### src/inc/lpc_defs.svh
// Purpose: Offsets, field positions, reset values and constants of the link partner config bank
// Assumes: 8-bit register address and data
// Notes:   Included by the design modules and the testbench
`ifndef LPC_DEFS_SVH
`define LPC_DEFS_SVH

`define LPC_OFF_DP_CTL      8'h33
`define LPC_OFF_RSVD_A      8'h34
`define LPC_OFF_PARTNER_CAP 8'h35
`define LPC_OFF_RSVD_B      8'h36
`define LPC_OFF_PARTNER_ADR 8'h37
`define LPC_OFF_RSVD_C      8'h38
`define LPC_OFF_TGT_ZERO    8'h39
`define LPC_OFF_TGT_ONE     8'h3A

`define LPC_DP_CRC_EN_BIT   2
`define LPC_DP_GPIO_HI      1
`define LPC_DP_GPIO_LO      0
`define LPC_CAP_FREEZE_BIT  7
`define LPC_CAP_SELFTEST    5
`define LPC_CAP_MULTI_PORT  4
`define LPC_CAP_PORT_HI     3
`define LPC_CAP_PORT_LO     0
`define LPC_ADR_FREEZE_BIT  0

`define LPC_DP_CTL_RST      8'h04
`define LPC_CAP_RST         8'h00
`define LPC_RSVD_RST        8'h00
`define LPC_TGT_RST         7'h00
// Arbitrary neutral partner address at reset
`define LPC_PARTNER_ADR_RST 7'h2A

// Bytes covered by the CRC; the CRC itself goes out as the next byte
`define LPC_CS_DATA_BYTES   4'h8
`define LPC_CS_LAST_IDX     3'h7
`define LPC_CRC_POLY        8'h07
`define LPC_CRC_INIT        8'h00

`endif

### src/inc/lpc_pkg.sv
// Purpose: Types of the link partner config bank
// Assumes: lpc_defs.svh carries the numbers
// Notes:   State of each design module is one packed struct
package lpc_pkg;

  typedef enum logic [0:0] {
    LPC_CS_DATA,
    LPC_CS_CRC
  } lpc_cs_state_t;

  typedef struct packed {
    logic          bc_sync1;
    logic          bc_sync2;
    logic          bc_sync3;
    logic          link_up;
    logic [7:0]    dp_ctl;
    logic [7:0]    rsvd_a;
    logic [7:0]    cap;
    logic [7:0]    rsvd_b;
    logic [7:0]    paddr;
    logic [7:0]    rsvd_c;
    logic [6:0]    tgt0;
    logic [6:0]    tgt1;
    logic [7:0]    rd_data;
    lpc_cs_state_t cs_state;
    logic [2:0]    cs_cnt;
    logic          cs_crc_on;
    logic          cs_ready;
    logic          cs_out_valid;
    logic [7:0]    cs_out_byte;
    logic          cs_out_crc;
    logic          i2c_fwd;
    logic          i2c_miss;
    logic [6:0]    i2c_fwd_addr;
  } lpc_regs_state_t;

  typedef struct packed {
    logic [7:0] crc;
  } lpc_crc_state_t;

endpackage

### src/verilog/lpc_regs.sv
// Purpose: Partner capability, partner address, remote target and datapath control registers
// Assumes: Back-channel link level is asynchronous; other inputs are on sys_clk_i
// Notes:   Summary of operation below; read data valid only in the cycle after the read strobe
//
// Summary of operation
// - CRC enable bit 2 adds CRC, resets one
// - CRC over first eight bytes, sent ninth
// - Bits 1:0 set forward GPIO count
// - Capability freeze bit 7 blocks autoload
// - Frozen capabilities use software written values
// - Bit 5 shows partner self-test request
// - Bit 4 shows single or multi-port partner
// - Bits 3:0 hold partner port number
// - Link up and unfrozen autoloads capability fields
// - Bits 7:1 autoload partner device address
// - Address freeze bit 0 keeps written address
// - Target slots hold 7-bit address, bit0 zero
// - Alias hit forwards with stored physical address
// - Pass-through enable gates forwarding on match
`timescale 1ns/1ps
`include "lpc_defs.svh"

module lpc_regs (
  input  wire logic                  sys_clk_i,
  input  wire logic                  rst_i,
  // Register port
  input  wire logic [7:0]            reg_addr_i,
  input  wire logic [7:0]            reg_wdata_i,
  input  wire logic                  reg_wr_i,
  input  wire logic                  reg_rd_i,
  output logic      [7:0]            reg_rdata_o,
  // Back channel
  input  wire logic                  bc_link_i,
  input  wire logic                  bc_cap_valid_i,
  input  wire logic                  bc_selftest_i,
  input  wire logic                  bc_multi_port_i,
  input  wire logic [3:0]            bc_port_num_i,
  input  wire logic                  bc_addr_valid_i,
  input  wire logic [6:0]            bc_partner_addr_i,
  output logic                       bc_link_up_o,
  // Control sequence in and out of the forward channel
  input  wire logic                  cs_valid_i,
  input  wire logic [7:0]            cs_byte_i,
  output logic                       cs_ready_o,
  output logic                       cs_out_valid_o,
  output logic      [7:0]            cs_out_byte_o,
  output logic                       cs_out_crc_o,
  // I2C forwarding
  input  wire logic                  pass_through_i,
  input  wire logic [6:0]            alias_zero_i,
  input  wire logic [6:0]            alias_one_i,
  input  wire logic                  i2c_req_i,
  input  wire logic [6:0]            i2c_addr_i,
  output logic                       i2c_fwd_o,
  output logic      [6:0]            i2c_fwd_addr_o,
  output logic                       i2c_miss_o,
  // Configuration seen by the datapath
  output logic                       ctrl_seq_crc_enable_o,
  output logic      [1:0]            fwd_gpio_count_o,
  output logic                       cap_freeze_o,
  output logic                       partner_selftest_request_o,
  output logic                       partner_multi_port_o,
  output logic      [3:0]            partner_port_num_o,
  output logic      [6:0]            partner_device_address_o,
  output logic                       partner_address_freeze_o
);
  import lpc_pkg::*;

  localparam lpc_regs_state_t RST = '{
    bc_sync1:     1'b0,
    bc_sync2:     1'b0,
    bc_sync3:     1'b0,
    link_up:      1'b0,
    dp_ctl:       `LPC_DP_CTL_RST,
    rsvd_a:       `LPC_RSVD_RST,
    cap:          `LPC_CAP_RST,
    rsvd_b:       `LPC_RSVD_RST,
    paddr:        {`LPC_PARTNER_ADR_RST, 1'b0},
    rsvd_c:       `LPC_RSVD_RST,
    tgt0:         `LPC_TGT_RST,
    tgt1:         `LPC_TGT_RST,
    rd_data:      8'h00,
    cs_state:     LPC_CS_DATA,
    cs_cnt:       3'h0,
    cs_crc_on:    1'b0,
    cs_ready:     1'b1,
    cs_out_valid: 1'b0,
    cs_out_byte:  8'h00,
    cs_out_crc:   1'b0,
    i2c_fwd:      1'b0,
    i2c_miss:     1'b0,
    i2c_fwd_addr: 7'h00
  };

  lpc_regs_state_t q;
  lpc_regs_state_t d;
  logic            crc_step;
  logic            crc_start;
  logic            crc_on_now;
  logic [7:0]      crc_val;
  logic            cs_take;
  logic            cap_wr;
  logic            adr_wr;

  lpc_crc8 u_crc (
    .sys_clk_i (sys_clk_i),
    .rst_i     (rst_i),
    .step_i    (crc_step),
    .start_i   (crc_start),
    .byte_i    (cs_byte_i),
    .crc_o     (crc_val)
  );

  assign cs_take    = cs_valid_i && q.cs_ready;
  // First byte samples the enable so a sequence never changes form midway
  assign crc_on_now = (q.cs_cnt == 3'h0) ? q.dp_ctl[`LPC_DP_CRC_EN_BIT] : q.cs_crc_on;
  assign cap_wr     = reg_wr_i && reg_addr_i == `LPC_OFF_PARTNER_CAP;
  assign adr_wr     = reg_wr_i && reg_addr_i == `LPC_OFF_PARTNER_ADR;

  always_comb begin
    d         = q;
    crc_step  = 1'b0;
    crc_start = 1'b0;

    // Back-channel link level: compare only the later two stages
    d.bc_sync1 = bc_link_i;
    d.bc_sync2 = q.bc_sync1;
    d.bc_sync3 = q.bc_sync2;
    if (q.bc_sync2 == q.bc_sync3) begin
      d.link_up = q.bc_sync3;
    end

    // Autoload, blocked while frozen; frozen fields keep what software wrote
    if (q.link_up && bc_cap_valid_i && !q.cap[`LPC_CAP_FREEZE_BIT]) begin
      d.cap[`LPC_CAP_SELFTEST]                   = bc_selftest_i;
      d.cap[`LPC_CAP_MULTI_PORT]                 = bc_multi_port_i;
      d.cap[`LPC_CAP_PORT_HI:`LPC_CAP_PORT_LO]   = bc_port_num_i;
    end
    if (q.link_up && bc_addr_valid_i && !q.paddr[`LPC_ADR_FREEZE_BIT]) begin
      d.paddr[7:1] = bc_partner_addr_i;
    end

    // Software write wins over an autoload in the same cycle
    if (reg_wr_i) begin
      case (reg_addr_i)
        `LPC_OFF_DP_CTL:      d.dp_ctl = reg_wdata_i;
        `LPC_OFF_RSVD_A:      d.rsvd_a = reg_wdata_i;
        `LPC_OFF_PARTNER_CAP: d.cap    = reg_wdata_i;
        `LPC_OFF_RSVD_B:      d.rsvd_b = reg_wdata_i;
        `LPC_OFF_PARTNER_ADR: d.paddr  = reg_wdata_i;
        `LPC_OFF_RSVD_C:      d.rsvd_c = reg_wdata_i;
        `LPC_OFF_TGT_ZERO:    d.tgt0   = reg_wdata_i[7:1];
        `LPC_OFF_TGT_ONE:     d.tgt1   = reg_wdata_i[7:1];
        default:              d.rd_data = d.rd_data;
      endcase
    end

    // Read data for one cycle only; unmapped reads return zero
    d.rd_data = 8'h00;
    if (reg_rd_i) begin
      case (reg_addr_i)
        `LPC_OFF_DP_CTL:      d.rd_data = q.dp_ctl;
        `LPC_OFF_RSVD_A:      d.rd_data = q.rsvd_a;
        `LPC_OFF_PARTNER_CAP: d.rd_data = q.cap;
        `LPC_OFF_RSVD_B:      d.rd_data = q.rsvd_b;
        `LPC_OFF_PARTNER_ADR: d.rd_data = q.paddr;
        `LPC_OFF_RSVD_C:      d.rd_data = q.rsvd_c;
        `LPC_OFF_TGT_ZERO:    d.rd_data = {q.tgt0, 1'b0};
        `LPC_OFF_TGT_ONE:     d.rd_data = {q.tgt1, 1'b0};
        default:              d.rd_data = 8'h00;
      endcase
    end

    // Control sequence: eight data bytes, then optionally the CRC byte
    d.cs_out_valid = 1'b0;
    d.cs_out_crc   = 1'b0;
    unique case (q.cs_state)
      LPC_CS_DATA: begin
        if (cs_take) begin
          d.cs_out_valid = 1'b1;
          d.cs_out_byte  = cs_byte_i;
          crc_step       = 1'b1;
          crc_start      = q.cs_cnt == 3'h0;
          d.cs_crc_on    = crc_on_now;
          d.cs_cnt       = q.cs_cnt + 3'h1;
          if (q.cs_cnt == `LPC_CS_LAST_IDX && crc_on_now) begin
            d.cs_state = LPC_CS_CRC;
            d.cs_ready = 1'b0;
          end
        end
      end
      LPC_CS_CRC: begin
        d.cs_out_valid = 1'b1;
        d.cs_out_byte  = crc_val;
        d.cs_out_crc   = 1'b1;
        d.cs_state     = LPC_CS_DATA;
        d.cs_ready     = 1'b1;
      end
    endcase

    // Alias decode; an alias of zero is treated as unused
    d.i2c_fwd  = 1'b0;
    d.i2c_miss = 1'b0;
    if (i2c_req_i) begin
      if (pass_through_i && alias_zero_i != 7'h00 && i2c_addr_i == alias_zero_i) begin
        d.i2c_fwd      = 1'b1;
        d.i2c_fwd_addr = q.tgt0;
      end else if (pass_through_i && alias_one_i != 7'h00 && i2c_addr_i == alias_one_i) begin
        d.i2c_fwd      = 1'b1;
        d.i2c_fwd_addr = q.tgt1;
      end else begin
        d.i2c_miss = 1'b1;
      end
    end
  end

  always_ff @(posedge sys_clk_i or posedge rst_i) begin
    if (rst_i) begin
      q <= RST;
    end else begin
      q <= d;
    end
  end

  assign reg_rdata_o                = q.rd_data;
  assign bc_link_up_o               = q.link_up;
  assign cs_ready_o                 = q.cs_ready;
  assign cs_out_valid_o             = q.cs_out_valid;
  assign cs_out_byte_o              = q.cs_out_byte;
  assign cs_out_crc_o               = q.cs_out_crc;
  assign i2c_fwd_o                  = q.i2c_fwd;
  assign i2c_fwd_addr_o             = q.i2c_fwd_addr;
  assign i2c_miss_o                 = q.i2c_miss;
  assign ctrl_seq_crc_enable_o      = q.dp_ctl[`LPC_DP_CRC_EN_BIT];
  assign fwd_gpio_count_o           = q.dp_ctl[`LPC_DP_GPIO_HI:`LPC_DP_GPIO_LO];
  assign cap_freeze_o               = q.cap[`LPC_CAP_FREEZE_BIT];
  assign partner_selftest_request_o = q.cap[`LPC_CAP_SELFTEST];
  assign partner_multi_port_o       = q.cap[`LPC_CAP_MULTI_PORT];
  assign partner_port_num_o         = q.cap[`LPC_CAP_PORT_HI:`LPC_CAP_PORT_LO];
  assign partner_device_address_o   = q.paddr[7:1];
  assign partner_address_freeze_o   = q.paddr[`LPC_ADR_FREEZE_BIT];
endmodule

### src/verilog/lpc_crc8.sv
// Purpose: Running CRC-8 over the bytes of one control sequence
// Assumes: One byte per step; start restarts from the init value
// Notes:   Result is valid the cycle after the last step
`timescale 1ns/1ps
`include "lpc_defs.svh"

module lpc_crc8 (
  input  wire logic       sys_clk_i,
  input  wire logic       rst_i,
  input  wire logic       step_i,
  input  wire logic       start_i,
  input  wire logic [7:0] byte_i,
  output logic [7:0]      crc_o
);
  import lpc_pkg::*;

  lpc_crc_state_t q;
  lpc_crc_state_t d;
  logic [7:0]     acc;

  always_comb begin
    d   = q;
    acc = (start_i ? `LPC_CRC_INIT : q.crc) ^ byte_i;
    for (int i = 0; i < 8; i++) begin
      acc = acc[7] ? ((acc << 1) ^ `LPC_CRC_POLY) : (acc << 1);
    end
    if (step_i) begin
      d.crc = acc;
    end
  end

  always_ff @(posedge sys_clk_i or posedge rst_i) begin
    if (rst_i) begin
      q <= '{crc: `LPC_CRC_INIT};
    end else begin
      q <= d;
    end
  end

  assign crc_o = q.crc;
endmodule

### config.mk
export PLATFORM = sky130hd
export DESIGN_NAME = lpc_regs
export DESIGN_NICKNAME = d
export VERILOG_FILES = /design/src/inc/lpc_pkg.sv /design/src/verilog/lpc_regs.sv /design/src/verilog/lpc_crc8.sv
export VERILOG_INCLUDE_DIRS = /design/src /design/src/inc
export SDC_FILE = /design/constraint.sdc
export NUM_CORES = 1
export LEC_CHECK = 0
export ABC_AREA = 1
export CORE_MARGIN = 2
export CORE_UTILIZATION = 55
export DETAILED_ROUTE_END_ITERATION = 10
export DONT_BUFFER_PORTS = 1
export GPL_TIMING_DRIVEN = 0
export PLACE_DENSITY = 0.79
export SLEW_MARGIN = 20
export SYNTH_ARGS = -nofsm -noshare
export SYNTH_HDL_FRONTEND = slang
export SYNTH_HIERARCHICAL = 1
export SYNTH_SLANG_ARGS = --single-unit
### constraint.sdc
create_clock -name sys_clk_i -period 3.7 [get_ports sys_clk_i]
set_clock_uncertainty 0.1 [all_clocks]
set_input_delay 0.74 -clock sys_clk_i [delete_from_list [all_inputs] [get_ports sys_clk_i]]
set_output_delay 0.74 -clock sys_clk_i [all_outputs]
set_load 0.005 [all_outputs]
======== Word level (Yosys, flattened, before mapping) ========
Index checks and enable logic that the tools add are counted.
W data, S select, Z words.
storage, ports and cells
  input port bits ......................... 68
  bits in registers ....................... 107
  output and inout port bits .............. 47
  word-level logic and storage cells ...... 116
cells by class
  bitwise operators ....................... 10
  equal/unequal tests ..................... 14
  mux-type cells .......................... 38
  $add $sub $neg .......................... 1
  reduce and logical (&&, ||, !) cells .... 27
operators by type and width
  cell                   count
  $eq A8 B6 Y1 const B   8
  $pmux W8 S8            1
  $mux W52               1
  $mux W8                5
  $mux W7                5
  $mux W3                8
  $not A3 Y3             8
  $reduce_and A2 Y1      11
  $pmux W10 S2           1
  $mux W15               1
  $eq A7 B7 Y1           2
  $reduce_bool A7 Y1     2
  $mux W1                12
  $mux W6                2
  $logic_and A1 B1 Y1    10
  $mux W9                1
  $xor A8 B8 Y8          1
  $ne A2 B2 Y1 const B   2
  $add A3 B1 Y3 const B  1
  $eq A3 B3 Y1 const B   1
  $logic_not A3 Y1       1
  $logic_not A1 Y1       2
  $pmux W1 S2            1
  $reduce_bool A2 Y1     1
  other kinds (2)        2

======== Longest topological paths before layout ========
  depth after elaboration ................. 21
  gate-level depth with buffers ........... 19
  depth with buffers taken out ............ 18

======== Modules after synthesis ========
The synthesis kept the hierarchy.
by module, submodules not included
  module    area an instance (sq um)  cells an instance  instances  seq. area each (sq um)
  lpc_regs  5390.2                    669                1          2483.6
  lpc_crc8  810.8                     121                1          200.2

======== Least setup slack after synthesis ========
No wires, ideal clock.
  path kind ............................... input port to flip-flop
  start point ............................. in cs_valid_i
  end point ............................... reg u_crc.q (netlist bit u_crc/crc_o[3])
  path slack .............................. 1473 ps
  setup time .............................. 116 ps
  stages on the path ...................... 15
  data required time ...................... 3484 ps
  arrival time ............................ 2010 ps
  cells stage by stage .................... nand2_1 -> nor2_1 -> nand2_1 -> inv_1 -> inv_2 -> buf_6 -> nand2_2 -> nand2_2 -> nand2_2 -> inv_2 -> xor2_1 -> nand2_1 -> nand2_1 -> nand2_1 -> nand2_1
between the ends
  cells in the longest elaborated chain, start to end .. 10
ends and longest elaborated chain
  what                         line             RTL
  from (decl)                  lpc_regs.sv:42   input wire logic cs_valid_i,
  $logic_and A1 B1 Y1 *        lpc_regs.sv:114  assign cs_take = cs_valid_i && q.cs_ready;
  $mux W1 *                    lpc_regs.sv:179  if (cs_take) begin
  $mux W1 *                    lpc_regs.sv:177  unique case (q.cs_state)
  via crc_start                lpc_regs.sv:98   logic crc_start;
  $mux W8 *                    lpc_crc8.sv:23   acc = (start_i ? `LPC_CRC_INIT : q.crc) ^ byte_i;
  $xor A8 B8 Y8 *              lpc_crc8.sv:23
  $mux W3                      lpc_crc8.sv:25   acc = acc[7] ? ((acc << 1) ^ `LPC_CRC_POLY) : (acc << 1);
  $not A3 Y3 (no source line)  n/a
  $mux W3                      lpc_crc8.sv:25
  $not A3 Y3 (no source line)  n/a
  $mux W3 *                    lpc_crc8.sv:25
  to (signal assigned)         lpc_crc8.sv:34   q <= '{crc: `LPC_CRC_INIT};
  to (decl)                    lpc_crc8.sv:17   lpc_crc_state_t q;
Mark *: on every way through the listed nets, which the timed path passes. The rest lies on a longest branch.
A chain may end at the register's enable or synchronous reset.

======== Worst setup path after layout ========
  start point ............................. reg q (netlist bit cs_ready_o)
  end point ............................... reg u_crc.q (netlist bit u_crc/crc_o[2])
between the ends
  cells in the longest elaborated chain, start to end .. 10
ends and longest elaborated chain
  what                                                    line             RTL
  from (decl)                                             lpc_regs.sv:95   lpc_regs_state_t q;
  from (signal assigned)                                  lpc_regs.sv:219  q <= RST;
  from (signal assigned)                                  lpc_regs.sv:221  q <= d;
  $logic_and A1 B1 Y1 *                                   lpc_regs.sv:114
  $mux W1 *                                               lpc_regs.sv:179
  $mux W1 *                                               lpc_regs.sv:177
  via crc_start                                           lpc_regs.sv:98
  $mux W8 *                                               lpc_crc8.sv:23
  $xor A8 B8 Y8 *                                         lpc_crc8.sv:23
  $mux W3 or $not A3 Y3 (tied branches)                   n/a
  $not A3 Y3 (no source line) or $mux W3 (tied branches)  n/a
  $mux W3 or $not A3 Y3 (tied branches)                   n/a
  $not A3 Y3 (no source line) or $mux W3 (tied branches)  n/a
  $mux W3 *                                               lpc_crc8.sv:25
Marks and branches as above.

==> impl_metrics.env <==
export IMPL_start_kind="flop"
export IMPL_vias=5366
export IMPL_slew_violations=0
export IMPL_drc=0
export IMPL_cts_tree="yes"
export IMPL_switching_share_pct=33.7
export IMPL_synth_area_leaders="dfrtp_1 41%, nand2_1 14%, nand3_1 7.1%"
export IMPL_num_rows=38
export IMPL_grt_max_degree=55
export IMPL_io_buffer_count=0
export IMPL_wl_um=15300
export IMPL_setup_tns_ps=0
export IMPL_worstPathArrival_ps=2510
export IMPL_power_ir_vdd_worst_uv=312
export IMPL_synth_top_area_share_pct=41.2
export IMPL_die_w_um=110
export IMPL_ys_seq_area_share_pct=43.3
export IMPL_nets=873
export IMPL_syn_inst=790
export IMPL_hold_violations=0
export IMPL_die_area_um2=12100
export IMPL_antennaDiodeCount=0
export IMPL_setup_viol=0
export IMPL_ys_seq_elements=107
export IMPL_leakage_nw=3.38
export IMPL_wl_per_cell_um=16.2
export IMPL_syn_nets=861
export IMPL_cts_reportedPaths_clkPinSlew_ps=70
export IMPL_grt_pass1_vias=5198
export IMPL_overflow=0
export IMPL_via_per_inst=5.67
export IMPL_cts_max_level=3
export IMPL_required_ps=3830
export IMPL_synth_edf_count=0
export IMPL_tightestPinTransition_ps=566
export IMPL_grt_total_usage_pct=26.0
export IMPL_ant_nets=0
export IMPL_synth_flop_cell="dfrtp_1"
export IMPL_fillCellCount=955
export IMPL_cts_sinks=107
export IMPL_final_common_cell="nand2_1"
export IMPL_dp_cells=931
export IMPL_dp_slack_ps=1150
export IMPL_clock_fmax_mhz=421
export IMPL_gp_congestion=0.981
export IMPL_whs_ps=132
export IMPL_cts_buffers=9
export IMPL_avgSynthCellArea_um2=7.85
export IMPL_cts_resized=0
export IMPL_status="finished, final reports clean"
export IMPL_cts_root_buf="clkbuf_16"
export IMPL_cts_hold_buf=0
export IMPL_synth_warnings=6
export IMPL_power_frac_clock_pct=27.9
export IMPL_yosys_area_top_type="dfrtp_1"
export IMPL_maxSlewHeadroom_pct=62.1
export IMPL_drtIter0Drc=450
export IMPL_hp_class="primary input to async pin"
export IMPL_grt_pass1_wl_um=24400
export IMPL_worstSetupEndpointType="flop"
export IMPL_maxCapViolations=0
export IMPL_async_flop_share_pct=100
export IMPL_grtUsageMet3_pct=5.53
export IMPL_area_growth_pct=8.09
export IMPL_internal_power_mw=2.28
export IMPL_antenna_found_initial=0
export IMPL_insertion_delay_ps=340
export IMPL_layout_common_cells="239 x nand2_1, 102 x dfrtp_1, 88 x nand3_1"
export IMPL_p_seq_share_pct=43.1
export IMPL_post_cts_buffers=0
export IMPL_fin_crit_sh_pct=64.2
export IMPL_p_per_area_nw_per_um2=513
export IMPL_hpwl_um=11600
export IMPL_crit_type="flop to flop"
export IMPL_clockBufferDepth=2
export IMPL_top_level_ports=115
export IMPL_comb_power_share_pct=29.0
export IMPL_rsz0062_at_grt="false"
export IMPL_grt_busiest_layer="met2"
export IMPL_drive_gt1_share_pct=15.1
export IMPL_ys_types=46
export IMPL_fin_ws_ps=1320
export IMPL_start_util_pct=56.7
export IMPL_core_um2=10900
export IMPL_gr_usage_met1_pct=31.3
export IMPL_critPathMaxFanout=10
export IMPL_synth_area_um2=6200
export IMPL_die_h_um=110
export IMPL_finalNonFillerCells=946
export IMPL_fin_crit_ps=2380
export IMPL_firstDrtPassIters=5
export IMPL_met2_usage_pct=45.7
export IMPL_p_sw_mw=1.16
Yosys cell counts, types with 6 or more instances:
cell type	instances
a21oi_1	7
a31oi_1	13
buf_4	42
buf_6	6
dfrtp_1	102
inv_1	67
nand2_1	239
nand2_2	13
nand3_1	88
nand4_1	22
nor2_1	52
o21ai_0	26
o21ai_1	33
cell families after synthesis:
logic type               after synthesis  share of synthesized area [%]
AND/OR/NAND/NOR                      440                           33.2
buffers and inverters                132                           11.4
flip-flops                           107                           43.3
AO/OA/AOI/OAI                         93                           8.31
XOR/XNOR                              13                           2.87
adder cells (fa/ha/maj)                4                          0.767
multiplexers                           1                          0.182
worst max-delay path: stages (launching register included):
cell	delay (ps)
dfstp_2	550
nand2_1	60
nor2_1	370
nand2_1	160
inv_1	100
inv_2	70
buf_6	160
nand2_1	70
nand2_1	60
nand2_2	90
clkinv_1	80
nand2_1	80
nand3_1	70
nand2_1	70
nand2_1	50
nand3_1	60
nand2_1	60
power groups by stage:
| stage | sequential, mW | clock (mW) | combinational [mW] |
|---|---|---|---|
| global route | 1.50 | 1.02 | 1.12 |
| CTS | 1.48 | 0.971 | 1.00 |
| floorplan | 1.46 | 0 | 0.817 |
| detailed placement | 1.50 | 0 | 0.985 |
| global placement | 1.50 | 0 | 0.925 |
| finish | 1.48 | 0.959 | 1.00 |
layout make-up:
class                   instances  area (um^2)  share of cell area, %
multi-input cells             551         2810                   42.0
clock buffers                  11          243                   3.62
well taps                     140          175                   2.61
inverters                      73          279                   4.16
plain buffers                  59          430                   6.42
flip-flops and latches        107         2680                   40.0
repair buffers                  1         27.5                  0.411
clock inverters                 4         51.3                  0.765
metal layers:
layer	up-vias	part of all wire, %	wire length (um)
met1	2569	40	6190
met3	34	6.7	1020
met2	201	51	7760
met4	0	2.3	357
met5	-	0	0
li1	2562	-	-
path summary, 6_finish.rpt:
check                                start                     endpoint  slack [ps]  cells after the start
min in group sys_clk_i               d[97]                        d[96]         270                      0
worst min-delay path                 rst_i               u_crc/crc_o[1]         130                      1
worst min register to register       d[97]                        d[96]         270                      0
worst max register to register  cs_ready_o               u_crc/crc_o[2]        1320                     16
max in group asynchronous            rst_i  partner_device_address_o[3]        2640                      2
worst max-delay path            cs_ready_o               u_crc/crc_o[2]        1320                     16
state kept, by name, summed over array words and instances, names as in the netlist, 2 cells and up:
| name | count |
|---|---|
| q | 50 |
| cs_out_byte_o | 8 |
| reg_rdata_o | 8 |
| u_crc/crc_o | 8 |
| i2c_fwd_addr_o | 7 |
| partner_device_address_o | 7 |
| partner_port_num_o | 4 |
| d | 2 |
| fwd_gpio_count_o | 2 |
per-stage QoR:
stage / util (%) / total power [mW] / cell area, um^2
finish: 61.3 / 3.44 / 6700
global route: 61.3 / 3.65 / 6700
CTS: 61.3 / 3.45 / 6700
detailed placement: 58.6 / 2.49 / 6410
global placement: 58.3 / 2.42 / 6380
floorplan: - / 2.28 / 6200
Power figures use the tool's default switching activity.
